$ cat config.mk
export PLATFORM = sky130hd
export DESIGN_NAME = smss_top
export DESIGN_NICKNAME = d
export VERILOG_FILES = /design/src/verilog/smss_pkg.sv /design/src/verilog/smss_alarm_if.sv /design/src/verilog/smss_alarm.sv /design/src/verilog/smss_top.sv
export VERILOG_INCLUDE_DIRS = /design/src /design/src/verilog
export SDC_FILE = /design/constraint.sdc
export NUM_CORES = 1
export LEC_CHECK = 0
export BUFFER_PORTS_ARGS = -buffer_cell sky130_fd_sc_hd__buf_2
export CAP_MARGIN = 20
export CORE_AREA = 10 10 121 123
export CTS_BUF_LIST = sky130_fd_sc_hd__clkbuf_8
export CTS_CLUSTER_DIAMETER = 40
export DETAILED_ROUTE_END_ITERATION = 16
export DIE_AREA = 0 0 131 133
export PLACE_DENSITY_LB_ADDON = 0.12
export RECOVER_POWER = 100
export SLEW_MARGIN = 20
export SYNTH_ARGS = -nofsm -noshare
export SYNTH_HDL_FRONTEND = slang
export SYNTH_SLANG_ARGS = --single-unit
$ cat constraint.sdc
create_clock -name clk_i -period 4.6 [get_ports clk_i]
set_clock_uncertainty 0.15 [all_clocks]
set_input_delay 0.23 -clock clk_i [delete_from_list [all_inputs] [get_ports clk_i]]
set_output_delay 0.23 -clock clk_i [all_outputs]
set_load 0.01 [all_outputs]
$ cat src/verilog/smss_regs.svh
// register offsets, field positions, reset values and timing counts
// assumes a 200 MHz clock and a byte-addressed wishbone slave
`ifndef SMSS_REGS_SVH
`define SMSS_REGS_SVH

`define SMSS_ADR_W              8
`define SMSS_OFS_CMD            8'h00
`define SMSS_OFS_MON            8'h04
`define SMSS_OFS_STAT           8'h08
`define SMSS_OFS_IRQ_STAT       8'h0C
`define SMSS_OFS_IRQ_MASK       8'h10
`define SMSS_OFS_REF_POS        8'h14
`define SMSS_OFS_ALARM          8'h18

// command / monitor layout
`define SMSS_B_REF_REQ          0
`define SMSS_B_ZP_REQ           1
`define SMSS_B_EMG              2
`define SMSS_B_ALM_RST          3
`define SMSS_B_MODE_LO          4
`define SMSS_B_MODE_HI          6
`define SMSS_B_CHAN_A           7
`define SMSS_B_CHAN_B           8
`define SMSS_CMD_W              7
`define SMSS_CMD_RST            7'h00

// status layout
`define SMSS_S_DONE             0
`define SMSS_S_ERR              1
`define SMSS_S_MODE_LO          2
`define SMSS_S_MODE_HI          4
`define SMSS_S_STO              5
`define SMSS_S_ALARM            6
`define SMSS_S_ZP               7

// interrupt layout
`define SMSS_IRQ_W              5
`define SMSS_I_DONE             0
`define SMSS_I_ERR              1
`define SMSS_I_ALARM            2
`define SMSS_I_STO              3
`define SMSS_I_MODE             4
`define SMSS_IRQ_MASK_RST       5'h00

// alarms
`define SMSS_ALARM_W            8
`define SMSS_ALARM_KEEP_MASK    8'hC0

// control cycle timing
`define SMSS_CLK_PERIOD_PS      5000
`define SMSS_CTRL_CYCLE_NS      1000
`define SMSS_CTRL_CYCLES        ((`SMSS_CTRL_CYCLE_NS * 1000) / `SMSS_CLK_PERIOD_PS)
`define SMSS_CNT_W              8

`endif

$ cat src/verilog/smss_pkg.sv
// types shared by the status logic and its alarm latch
// assumes the constants header is included where offsets are needed
`default_nettype none

package smss_pkg;

	typedef enum logic [1:0] {
		SMSS_MODE_POSITION,
		SMSS_MODE_SPEED,
		SMSS_MODE_TORQUE_LIMIT,
		SMSS_MODE_CONT_TORQUE
	} smss_mode_t;

	typedef logic [7:0] smss_alarm_vec_t;

endpackage

`default_nettype wire

$ cat src/verilog/smss_alarm_if.sv
// carrier between the status core and the alarm latch
// assumes both ends run on the same clock
`timescale 1ns/1ps
`default_nettype none

interface smss_alarm_if;
	import smss_pkg::*;
	smss_alarm_vec_t event_set;
	logic            reset_pulse;
	smss_alarm_vec_t active;
	logic            raised;

	modport core  (output event_set, output reset_pulse, input active, input raised);
	modport latch (input event_set, input reset_pulse, output active, output raised);
endinterface

`default_nettype wire

$ cat src/verilog/smss_alarm.sv
// sticky alarm latch with per-alarm reset protection
// assumes the reset pulse lasts one clock and events are synchronous
`timescale 1ns/1ps
`default_nettype none
`include "smss_regs.svh"

module smss_alarm
	import smss_pkg::*;
(
	input  wire logic     clk_i,
	input  wire logic     rst_i,
	smss_alarm_if.latch   alm
);

	smss_alarm_vec_t active_q;
	wire  [`SMSS_ALARM_W-1:0] active_d;
	logic            raised_q;

	// some alarms survive a reset request and need a power cycle
	localparam smss_alarm_vec_t KEEP = `SMSS_ALARM_KEEP_MASK;

	genvar gi;
	generate
		for (gi = 0; gi < `SMSS_ALARM_W; gi = gi + 1) begin : g_bit
			// a new event in the reset cycle keeps the alarm on
			assign active_d[gi] = alm.event_set[gi] ? 1'b1 :
				(alm.reset_pulse && !KEEP[gi]) ? 1'b0 : active_q[gi];
		end
	endgenerate

	always_ff @(posedge clk_i) begin
		if (rst_i) begin
			active_q <= 8'h00;
			raised_q <= 1'b0;
		end else begin
			active_q <= active_d;
			raised_q <= |(alm.event_set & ~active_q);
		end
	end

	assign alm.active = active_q;
	assign alm.raised = raised_q;

endmodule

`default_nettype wire

$ cat src/verilog/smss_top.sv
// servo mode, command and status signal logic behind a wishbone slave
// assumes synchronous pins, one 200 MHz clock and a classic wishbone master
`timescale 1ns/1ps
`default_nettype none
`include "smss_regs.svh"

module smss_top
	import smss_pkg::*;
(
	input  wire logic        clk_i,
	input  wire logic        rst_i,
	input  wire logic        wb_cyc_i,
	input  wire logic        wb_stb_i,
	input  wire logic        wb_we_i,
	input  wire logic [7:0]  wb_adr_i,
	input  wire logic [31:0] wb_dat_i,
	input  wire logic [3:0]  wb_sel_i,
	output logic      [31:0] wb_dat_o,
	output logic             wb_ack_o,
	input  wire logic        ext_ref_point_set_request_i,
	input  wire logic        ext_zero_pulse_recreate_request_i,
	input  wire logic        ext_controller_emergency_stop_i,
	input  wire logic        ext_alarm_reset_input_i,
	input  wire logic [2:0]  ext_mode_select_i,
	input  wire logic        safety_channel_a_input_i,
	input  wire logic        safety_channel_b_input_i,
	input  wire logic        sto_shutoff_i,
	input  wire logic [31:0] position_i,
	input  wire logic        position_valid_i,
	input  wire logic [7:0]  alarm_event_i,
	output logic             ref_point_set_request_o,
	output logic             ref_point_set_complete_o,
	output logic             ref_point_set_error_o,
	output logic [31:0]      ref_point_data_o,
	output logic             zero_pulse_recreate_request_o,
	output logic             controller_emergency_stop_o,
	output logic             alarm_reset_input_o,
	output logic             current_mode_bit1_o,
	output logic             current_mode_bit2_o,
	output logic             current_mode_bit3_o,
	output logic             safe_torque_off_active_o,
	output logic             safety_channel_a_o,
	output logic             safety_channel_b_o,
	output logic             alarm_active_o,
	output logic             irq_o
);

	////////////////////////////////////////////////////////////////////////////////
	// control cycle timer

	// free-running from reset, so the tick phase is fixed by reset release
	localparam logic [`SMSS_CNT_W-1:0] CYC_LAST = `SMSS_CNT_W'(`SMSS_CTRL_CYCLES - 1);

	logic [`SMSS_CNT_W-1:0] cyc_cnt_q;
	logic [`SMSS_CNT_W-1:0] cyc_cnt_d;
	wire                    tick;

	assign tick      = (cyc_cnt_q == CYC_LAST);
	assign cyc_cnt_d = tick ? '0 : cyc_cnt_q + 1'b1;

	always_ff @(posedge clk_i) begin
		if (rst_i) begin
			cyc_cnt_q <= '0;
		end else begin
			cyc_cnt_q <= cyc_cnt_d;
		end
	end

	////////////////////////////////////////////////////////////////////////////////
	// wishbone slave decode

	logic                  ack_q;
	logic [31:0]           rdat_q;
	logic [`SMSS_CMD_W-1:0] cmd_q;
	logic [`SMSS_IRQ_W-1:0] irq_mask_q;
	logic [`SMSS_IRQ_W-1:0] irq_stat_q;
	logic [`SMSS_IRQ_W-1:0] irq_stat_d;
	wire  [`SMSS_IRQ_W-1:0] irq_ev;

	wire        req;
	wire        acc;
	wire        wr;
	wire        rd;
	wire        hit_cmd;
	wire        hit_mon;
	wire        hit_stat;
	wire        hit_istat;
	wire        hit_imask;
	wire        hit_pos;
	wire        hit_alarm;
	wire [31:0] rdat_d;

	assign req       = wb_cyc_i && wb_stb_i;
	assign acc       = req && !ack_q;
	assign wr        = acc && wb_we_i;
	assign rd        = acc && !wb_we_i;
	assign hit_cmd   = (wb_adr_i == `SMSS_OFS_CMD);
	assign hit_mon   = (wb_adr_i == `SMSS_OFS_MON);
	assign hit_stat  = (wb_adr_i == `SMSS_OFS_STAT);
	assign hit_istat = (wb_adr_i == `SMSS_OFS_IRQ_STAT);
	assign hit_imask = (wb_adr_i == `SMSS_OFS_IRQ_MASK);
	assign hit_pos   = (wb_adr_i == `SMSS_OFS_REF_POS);
	assign hit_alarm = (wb_adr_i == `SMSS_OFS_ALARM);

	// only byte lane 0 holds writable bits; the other lanes are ignored
	// controller command register: the controller side of the request, stop, alarm reset and mode inputs (not the safety channels or STO)
	always_ff @(posedge clk_i) begin
		if (rst_i) begin
			cmd_q      <= `SMSS_CMD_RST;
			irq_mask_q <= `SMSS_IRQ_MASK_RST;
		end else begin
			if (wr && hit_cmd && wb_sel_i[0]) begin
				cmd_q <= wb_dat_i[`SMSS_CMD_W-1:0];
			end
			if (wr && hit_imask && wb_sel_i[0]) begin
				irq_mask_q <= wb_dat_i[`SMSS_IRQ_W-1:0];
			end
		end
	end

	////////////////////////////////////////////////////////////////////////////////
	// input devices: external pin or controller command; safety channels and STO from pins only

	logic       ref_req_q;
	logic       zp_req_q;
	logic       emg_q;
	logic       alm_rst_q;
	logic [2:0] mode_sel_q;
	logic       chan_a_q;
	logic       chan_b_q;
	logic       sto_q;

	wire        ref_req_in;
	wire        zp_req_in;
	wire        emg_in;
	wire        alm_rst_in;
	wire [2:0]  mode_sel_in;

	assign ref_req_in  = ext_ref_point_set_request_i | cmd_q[`SMSS_B_REF_REQ];
	assign zp_req_in   = ext_zero_pulse_recreate_request_i | cmd_q[`SMSS_B_ZP_REQ];
	assign emg_in      = ext_controller_emergency_stop_i | cmd_q[`SMSS_B_EMG];
	assign alm_rst_in  = ext_alarm_reset_input_i | cmd_q[`SMSS_B_ALM_RST];
	assign mode_sel_in = ext_mode_select_i | cmd_q[`SMSS_B_MODE_HI:`SMSS_B_MODE_LO];

	// everything is taken on the same tick so status bits stay coherent
	always_ff @(posedge clk_i) begin
		if (rst_i) begin
			ref_req_q  <= 1'b0;
			zp_req_q   <= 1'b0;
			emg_q      <= 1'b0;
			alm_rst_q  <= 1'b0;
			mode_sel_q <= 3'h0;
			chan_a_q   <= 1'b0;
			chan_b_q   <= 1'b0;
			sto_q      <= 1'b0;
		end else if (tick) begin
			ref_req_q  <= ref_req_in;
			zp_req_q   <= zp_req_in;
			emg_q      <= emg_in;
			alm_rst_q  <= alm_rst_in;
			mode_sel_q <= mode_sel_in;
			chan_a_q   <= safety_channel_a_input_i;
			chan_b_q   <= safety_channel_b_input_i;
			sto_q      <= sto_shutoff_i;
		end
	end

	////////////////////////////////////////////////////////////////////////////////
	// reference point data set

	logic        done_q;
	logic        err_q;
	logic [31:0] ref_pos_q;
	wire         ref_rise;

	assign ref_rise = tick && ref_req_in && !ref_req_q;

	// a new request clears the old verdict and stores a fresh point if the position is valid
	// a failed update keeps the last good point so the axis stays referenced
	always_ff @(posedge clk_i) begin
		if (rst_i) begin
			done_q    <= 1'b0;
			err_q     <= 1'b0;
			ref_pos_q <= 32'h0000_0000;
		end else if (ref_rise) begin
			if (position_valid_i) begin
				ref_pos_q <= position_i;
			end
			done_q <= position_valid_i;
			err_q  <= !position_valid_i;
		end
	end

	////////////////////////////////////////////////////////////////////////////////
	// control mode in effect

	smss_mode_t mode_q;
	smss_mode_t mode_d;
	logic [2:0] mode_bits;

	// both low bits set without bit 3 is not a mode: keep the current one
	always_comb begin
		mode_d = mode_q;
		if (mode_sel_in[2]) begin
			mode_d = SMSS_MODE_CONT_TORQUE;
		end else begin
			case (mode_sel_in[1:0])
				2'h0:    mode_d = SMSS_MODE_POSITION;
				2'h1:    mode_d = SMSS_MODE_SPEED;
				2'h2:    mode_d = SMSS_MODE_TORQUE_LIMIT;
				default: mode_d = mode_q;
			endcase
		end
	end

	// continuous-to-torque drives the two undefined bits low
	always_comb begin
		case (mode_q)
			SMSS_MODE_POSITION:     mode_bits = 3'h0;
			SMSS_MODE_SPEED:        mode_bits = 3'h1;
			SMSS_MODE_TORQUE_LIMIT: mode_bits = 3'h2;
			SMSS_MODE_CONT_TORQUE:  mode_bits = 3'h4;
			default:                mode_bits = 3'h0;
		endcase
	end

	always_ff @(posedge clk_i) begin
		if (rst_i) begin
			mode_q <= SMSS_MODE_POSITION;
		end else if (tick) begin
			mode_q <= mode_d;
		end
	end

	////////////////////////////////////////////////////////////////////////////////
	// alarms

	smss_alarm_if alm_if ();

	assign alm_if.event_set   = alarm_event_i;
	// reset acts on the rising edge of the sampled input, not on its level
	assign alm_if.reset_pulse = tick && alm_rst_in && !alm_rst_q;

	smss_alarm u_alarm (
		.clk_i (clk_i),
		.rst_i (rst_i),
		.alm   (alm_if.latch)
	);

	////////////////////////////////////////////////////////////////////////////////
	// interrupts

	// the alarm interrupt lags the latch by a clock: only new bits count
	assign irq_ev[`SMSS_I_DONE]  = ref_rise && position_valid_i;
	assign irq_ev[`SMSS_I_ERR]   = ref_rise && !position_valid_i;
	assign irq_ev[`SMSS_I_ALARM] = alm_if.raised;
	assign irq_ev[`SMSS_I_STO]   = tick && sto_shutoff_i && !sto_q;
	assign irq_ev[`SMSS_I_MODE]  = tick && (mode_d != mode_q);

	// an event in the clearing read cycle survives the clear
	assign irq_stat_d = irq_ev | ((rd && hit_istat) ? '0 : irq_stat_q);

	always_ff @(posedge clk_i) begin
		if (rst_i) begin
			irq_stat_q <= '0;
		end else begin
			irq_stat_q <= irq_stat_d;
		end
	end

	////////////////////////////////////////////////////////////////////////////////
	// read mux and acknowledge

	wire [31:0] mon_word;
	wire [31:0] stat_word;

	assign mon_word  = {23'h0, chan_b_q, chan_a_q, mode_sel_q, alm_rst_q, emg_q,
		zp_req_q, ref_req_q};
	assign stat_word = {24'h0, zp_req_q, |alm_if.active, sto_q, mode_bits, err_q, done_q};

	// unmapped offsets read as zero and are still acknowledged
	assign rdat_d = hit_cmd   ? {25'h0, cmd_q} :
		hit_mon   ? mon_word :
		hit_stat  ? stat_word :
		hit_istat ? {27'h0, irq_stat_q} :
		hit_imask ? {27'h0, irq_mask_q} :
		hit_pos   ? ref_pos_q :
		hit_alarm ? {24'h0, alm_if.active} : 32'h0000_0000;

	always_ff @(posedge clk_i) begin
		if (rst_i) begin
			ack_q  <= 1'b0;
			rdat_q <= 32'h0000_0000;
		end else begin
			ack_q <= acc;
			if (rd) begin
				rdat_q <= rdat_d;
			end
		end
	end

	////////////////////////////////////////////////////////////////////////////////
	// outputs

	assign wb_ack_o                      = ack_q;
	assign wb_dat_o                      = rdat_q;
	assign ref_point_set_request_o       = ref_req_q;
	assign ref_point_set_complete_o      = done_q;
	assign ref_point_set_error_o         = err_q;
	assign ref_point_data_o              = ref_pos_q;
	assign zero_pulse_recreate_request_o = zp_req_q;
	assign controller_emergency_stop_o   = emg_q;
	assign alarm_reset_input_o           = alm_rst_q;
	assign current_mode_bit1_o           = mode_bits[0];
	assign current_mode_bit2_o           = mode_bits[1];
	assign current_mode_bit3_o           = mode_bits[2];
	assign safe_torque_off_active_o      = sto_q;
	assign safety_channel_a_o            = chan_a_q;
	assign safety_channel_b_o            = chan_b_q;
	assign alarm_active_o                = |alm_if.active;
	assign irq_o                         = |(irq_stat_q & irq_mask_q);

endmodule

`default_nettype wire

==> results of run 1 <==
cells in the final DEF, fill, tap and decap left out, drive strengths merged, types with 10 or more instances in the layout:
master / instances
dlygate4sd3: 57
a21oi: 72
o21ai: 19
a22oi: 28
nand2: 88
nor2: 64
dfxtp: 113
a211oi: 10
nand3: 20
clkbuf: 99
inv: 18
buf: 75
registers in the layout, indices dropped and copies added, names as in the netlist, 2 cells and up:
register,count
irq_stat_q,5
cmd_q,7
wb_dat_o,32
mode_q,2
cyc_cnt_q,8
u_alarm.alm.active,8
ref_point_data_o,32
mode_sel_q,3
irq_mask_q,5
cells by family (layout without fill, tap and decap cells):
family / Yosys count / after routing / share of synthesized area (%)
XOR/XNOR: 6 / 6 / 1.091
AND/OR/NAND/NOR: 229 / 229 / 23.00
multiplexers: 5 / 5 / 1.351
AO/OA/AOI/OAI: 167 / 167 / 22.06
flip-flops: 113 / 113 / 46.99
adder cells (fa/ha/maj): 1 / 1 / 0.2598
buffers and inverters: 56 / 256 / 5.249
critical path, cell delays in order:
cell,delay (ps)
dlygate4sd3_1,520
clkbuf_1,480
clkbuf_2,1420
nor4_1,190
a32o_1,290
worst min-delay path by stage:
stage,cells past startpoint,start,end,slack (ps)
finish,3,wb_stb_i,wb_ack_o,30
global route,3,wb_stb_i,wb_ack_o,30
CTS,3,wb_stb_i,wb_ack_o,8
detailed placement,1,cyc_cnt_q[0],cyc_cnt_q[0],280
global placement,1,cyc_cnt_q[0],cyc_cnt_q[0],280
floorplan,1,rst_i,wb_dat_o[6],170
final cells by class:
class                   instances  area, um^2  share of cell area (%)
clock inverters                11       100.1                   1.553
well taps                     172       215.2                   3.339
repair buffers                212        1257                   19.51
multi-input cells             408        2296                   35.62
flip-flops and latches        113        2262                   35.10
clock buffers                  19       261.5                   4.057
inverters                      14       52.55                  0.8154
through the flow:
step | worst slack (ps) | cell area, um^2 | util (%)
3_5_place_dp | 1946 | 5620 | 45.46
2_1_floorplan | 2752 | 4815 | -
3_3_place_gp | 2015 | 5620 | 45.46
6_report | 1606 | 6445 | 52.13
5_1_grt | 1375 | 6445 | 52.13
4_1_cts | 1814 | 6553 | 53.00
layer usage:
| layer | track usage (%) | vias to the layer above |
|---|---|---|
| met5 | 0 | - |
| met4 | 5.748 | 0 |
| met3 | 6.872 | 15 |
| met2 | 31.04 | 195 |
| met1 | 23.55 | 2379 |
| li1 | - | 2439 |
timing repair:
item / 4_1_cts / 5_1_grt
hold buffers: 57 / 0
resized for setup: 0 / 0
hold endpoints to repair: 68 / 0
power breakdown:
part           switching [mW]  total (mW)  internal [mW]  leakage (nW)
clock network           0.383       0.874          0.490         0.206
logic                  0.0819       0.159         0.0771          1.23
registers             0.00904       0.998          0.988         0.914
total                   0.474        2.03           1.56          2.35
==> reports/qor.json, run 1 <==
{
  "cells_and_area": {
    "filler_cell_count": 1198,
    "final_layout_size_suffix_gt1_share_pct": 14.67,
    "antennaDiodeCount": 0,
    "area.growth.synth_to_final_pct": 33.86,
    "layout.nets": 867,
    "layoutNonFillerInstCount": 949
  },
  "power_and_ir_drop": {
    "worst_ir_drop_vdd_v": 0.0001716,
    "power.static_leakage_nw": 2.354,
    "p_total_mw": 2.030,
    "pwr_density_cell_nw_per_um2": 315.0
  },
  "cts": {
    "clkSinkCount": 113,
    "cts_buf_count": 17,
    "cts.reportedPaths.clkPinSlew_ps": 60,
    "clock_latency_ps": 430,
    "post_cts_setup_inserts": 0,
    "cts_buffer_depth": 2,
    "cts_max_level": 4,
    "cts_tree": "yes",
    "cts.root.buffer_cell": "clkbuf_8"
  },
  "floorplan": {
    "start_util_pct": 38.94,
    "fp.dieH_um": 133,
    "core_area_um2": 12360,
    "fp.dieW_um": 131,
    "rows": 41,
    "die_area_um2": 17420,
    "boundaryPins": 179
  },
  "global_route": {
    "grt_antenna_before_repair": 0,
    "global_route_wire_length_before_repair_um": 26830,
    "grt_max_degree": 92,
    "groute.usage.overall_pct": 19.32,
    "gr-total-overflow": 0,
    "grt_pass1_vias": 5162
  },
  "placement": {
    "dp.cells": 862,
    "hpwlAfterDp_um": 11470,
    "numPortBuffers": 150,
    "gpl.final_weighted_congestion": 0.8567
  },
  "routing": {
    "dr_top_layer": "met4",
    "dr_total_vias": 5028,
    "detailedRoute.firstIterationViolations": 366,
    "routed_via_density": 5.298,
    "wl_met3_um": 1377,
    "antenna_nets_post_route": 0,
    "finalWirelength_um": 16580,
    "post_route_m1_wl_um": 7083,
    "drt_drc_violations_left": 0,
    "firstDrtPassIters": 5,
    "wl_per_cell_um": 17.47,
    "wl_met2_um": 7957
  },
  "synthesis": {
    "synth.distinct_cells": 65,
    "dominantRegCellSynth": "dfxtp_1",
    "postSynth.asyncResetShare_pct": 0,
    "count_of_mapped_cells_out_of_synthesis": 577,
    "syn_area_um2": 4815,
    "yosys-top-cells-count": "113 x dfxtp_1, 88 x nand2_1, 72 x a21oi_1, 64 x nor2_1, 28 x a22oi_1",
    "postSynthAreaPerCell_um2": 8.344,
    "postSynthRegisterBits": 113,
    "yosys_warnings": 0,
    "synth_top_cell_by_area": "dfxtp_1",
    "synth_enable_flop_cells": 0,
    "netlist_top_cells_area": "dfxtp_1 47%, a21oi_1 7.5%, nand2_1 6.9%",
    "synthMostInstantiatedCell": "dfxtp_1",
    "seq_area_frac_synth_pct": 46.99,
    "synth_largest_type_area_fraction_pct": 46.99,
    "mappedNetlistNets": 678
  },
  "critical_path": {
    "ff2ff_setup_slack_ps": 1780,
    "worstPathArrival_ps": 3170,
    "setup.worst_path.end_class": "register",
    "path_max_fanout": 91,
    "criticalPathCategory": "in -> reg",
    "critPathLaunchType": "primary input",
    "critPathRequiredTime_ps": 4770,
    "reg2reg_to": "safe_torque_off_active_o",
    "worst-r2r-cell-count": 6,
    "worstSetupStartpoint": "rst_i",
    "critPathCapture": "wb_dat_o[7]",
    "crit-reg2reg-launch": "cyc_cnt_q[0]"
  },
  "run": {
    "max_cap_violations": 1
  },
  "sta": {
    "fmax_mhz": 334.0,
    "report.final.slew_viol_count": 92,
    "worst_slew_margin_relative_to_its_limit_pct": -27.53,
    "report.final.hold_viol_count": 0,
    "rsz0062_at_grt": "false",
    "setup_viol_count_final": 0,
    "layout_worst_path_cycle_share_pct": 65.09,
    "tns_ps": 0,
    "tightestPinTransition_ps": 1913,
    "worst_hold_slack_ps": 30.39,
    "post-route-min-period_ps": 2994
  },
  "worst_hold_path": {
    "holdCritPathClass": "in -> reg"
  },
  "run_status": {
    "failed_checks": "max-capacitance violations, max-slew violations",
    "status": "finished with violations"
  }
}
(Power assumes the default switching activity.)
==> run 2, diff against run 1 <==
Clock period 4.6 ns to 2.82 ns, I/O delays scaled along.
==> run 2 against run 1 <==
Wire length is 0.93% higher. Combinational power is 69% higher. Sequential share of layout area is 0.36 points lower. Die area stayed put. Power is 62% higher. The flow now finishes without violations. Sequential cell count stayed put. Sequential power is 63% higher. Core utilization is 0.54 points higher. Cell count is 1.1% higher. Worst hold slack better by 0.66 ps. Critical endpoint is now irq_mask_q[0]. Cell area is 1.0% higher.
==> reports/qor.json, run 2 (synthesized netlist as in run 1, its figures left out) <==
{
  "run_status": {
    "status": "finished clean"
  },
  "global_route": {
    "gr-total-overflow": 0,
    "global_route_wire_length_before_repair_um": 26970,
    "grt_pass1_vias": 5030,
    "grt_antenna_before_repair": 0,
    "groute.usage.overall_pct": 19.51,
    "grt_max_degree": 54
  },
  "routing": {
    "detailedRoute.firstIterationViolations": 382,
    "routed_via_density": 5.176,
    "wl_per_cell_um": 17.44,
    "drt_drc_violations_left": 0,
    "dr_total_vias": 4964,
    "finalWirelength_um": 16730,
    "antenna_nets_post_route": 0,
    "firstDrtPassIters": 5
  },
  "floorplan": {
    "start_util_pct": 38.94,
    "fp.dieW_um": 131,
    "core_area_um2": 12360,
    "rows": 41,
    "die_area_um2": 17420,
    "boundaryPins": 179,
    "fp.dieH_um": 133
  },
  "power_and_ir_drop": {
    "power.static_leakage_nw": 2.374,
    "p_total_mw": 3.282,
    "pwr_density_cell_nw_per_um2": 504.0,
    "worst_ir_drop_vdd_v": 0.0002795
  },
  "cells_and_area": {
    "final_layout_size_suffix_gt1_share_pct": 14.49,
    "antennaDiodeCount": 0,
    "most_frequent_standard_cell_in_the_layout_excluding_fill_and_tap_cells": "dfxtp_1",
    "area.growth.synth_to_final_pct": 35.24,
    "layout.nets": 876,
    "layoutNonFillerInstCount": 959,
    "finalCoreUtilization_pct": 52.67,
    "final_cell_mix": "113 x dfxtp_1, 88 x nand2_1, 79 x clkbuf_1, 72 x a21oi_1, 70 x buf_2"
  },
  "sta": {
    "layout_worst_path_cycle_share_pct": 88.21,
    "tightestPinTransition_ps": 759.2,
    "report.final.slew_viol_count": 0,
    "report.final.hold_viol_count": 0,
    "worst_slew_margin_relative_to_its_limit_pct": 49.00,
    "fmax_mhz": 402.0,
    "rsz0062_at_grt": "false",
    "tns_ps": 0,
    "post-route-min-period_ps": 2488,
    "setup_viol_count_final": 0
  },
  "critical_path": {
    "worst-r2r-cell-count": 6,
    "worstPathArrival_ps": 2700,
    "critical_path.most_common_cell": "dlygate4sd3_1",
    "criticalPathCategory": "in -> reg",
    "crit-reg2reg-launch": "cyc_cnt_q[0]",
    "ff2ff_setup_slack_ps": 560,
    "worst_path_cell_chain": "dlygate4sd3_1, buf_2, or3_1, nor4b_2, nand3_1, dlygate4sd3_1, a21oi_1",
    "critPathRequiredTime_ps": 3030,
    "cp_slowest_cell": "dlygate4sd3_1",
    "setup.worst_path.end_class": "register",
    "slowest_delay_ps": 580,
    "critPathLaunchType": "primary input",
    "reg2reg_to": "ref_point_data_o[14]",
    "path_max_fanout": 11
  },
  "cts": {
    "clkSinkCount": 113,
    "cts.root.buffer_cell": "clkbuf_8",
    "cts_buf_count": 17,
    "cts_max_level": 4,
    "cts.reportedPaths.clkPinSlew_ps": 70,
    "cts_repair_resize_count": 0,
    "cts_buffer_depth": 2,
    "clock_latency_ps": 430,
    "cts_tree": "yes"
  },
  "worst_hold_path": {
    "min_to": "cyc_cnt_q[2]",
    "min_delay_path_depth": 2,
    "hold_path_startpoint": "rst_i",
    "holdCritPathClass": "in -> reg"
  },
  "run": {
    "max_cap_violations": 0
  },
  "placement": {
    "numPortBuffers": 150,
    "gpl.final_weighted_congestion": 0.8385,
    "dp.cells": 864,
    "hpwlAfterDp_um": 11580
  }
}
[run 2: changes by cell type in the layout (fill, tap and decap cells not counted), moves of 2 or more]
| cell | delta |
|---|---|
| clkbuf_8 | +2 |
| clkinv_2 | -2 |
| dlygate4sd3_1 | +7 |
| buf_4 | +2 |
[run 2: through the flow]
stage / hold WS [ps] / setup slack, ps / area, um^2
after CTS: 11.77 / 480.0 / 6636
after floorplan: 82.54 / 1061 / 4815
after global placement: 211.1 / 809.0 / 5635
after global routing: 29.43 / 242.0 / 6511
final: 31.04 / 332.4 / 6511
after detailed placement: 224.2 / 759.9 / 5635
[run 2: cell type report]
class | count | area, um^2
fillers | 1259 | 5852
multi-input cells | 408 | 2278
flip-flops and latches | 113 | 2262
repair buffers | 221 | 1343
clock buffers | 21 | 289.0
well taps | 172 | 215.2
clock inverters | 10 | 71.32
inverters | 14 | 52.55
[run 2: how the worst max path moves through the flow]
stage,end,depth (start not counted),slack [ps],start
2_1_floorplan,wb_dat_o[0],7,1060,wb_adr_i[1]
3_3_place_gp,wb_dat_o[23],6,810,wb_adr_i[2]
3_5_place_dp,wb_dat_o[13],6,760,wb_adr_i[2]
4_1_cts,irq_mask_q[0],7,480,wb_adr_i[6]
5_1_grt,irq_mask_q[0],7,240,wb_adr_i[6]
6_report,irq_mask_q[0],7,330,wb_adr_i[6]
[run 2: routing by layer]
layer	routed length, um	vias up	GRT usage (%)	part of all wire, %
met5	0	-	0	0
met4	235	0	6.551	1.4
met3	1222	18	6.872	7.3
met2	7910	166	30.70	47
met1	7360	2330	24.07	44
li1	-	2450	-	-
[run 2: repair_timing]
action                                 4_1_cts  5_1_grt
endpoints found under the hold margin       70        0
hold buffers                                64        0
setup buffers                                0        0
[run 2: power breakdown]
part	switching, mW	leakage (nW)	total (mW)	internal [mW]
clock network	0.624	0.204	1.39	0.763
registers	0.0142	0.914	1.63	1.61
logic	0.135	1.26	0.268	0.133
total	0.773	2.37	3.28	2.51
[run 2: worst max-delay path: cells and delay by family]
family	cells	cell delay, ps
AO/OA/AOI/OAI	1	150
buffers and inverters	3	1230
AND/OR/NAND/NOR	3	1180
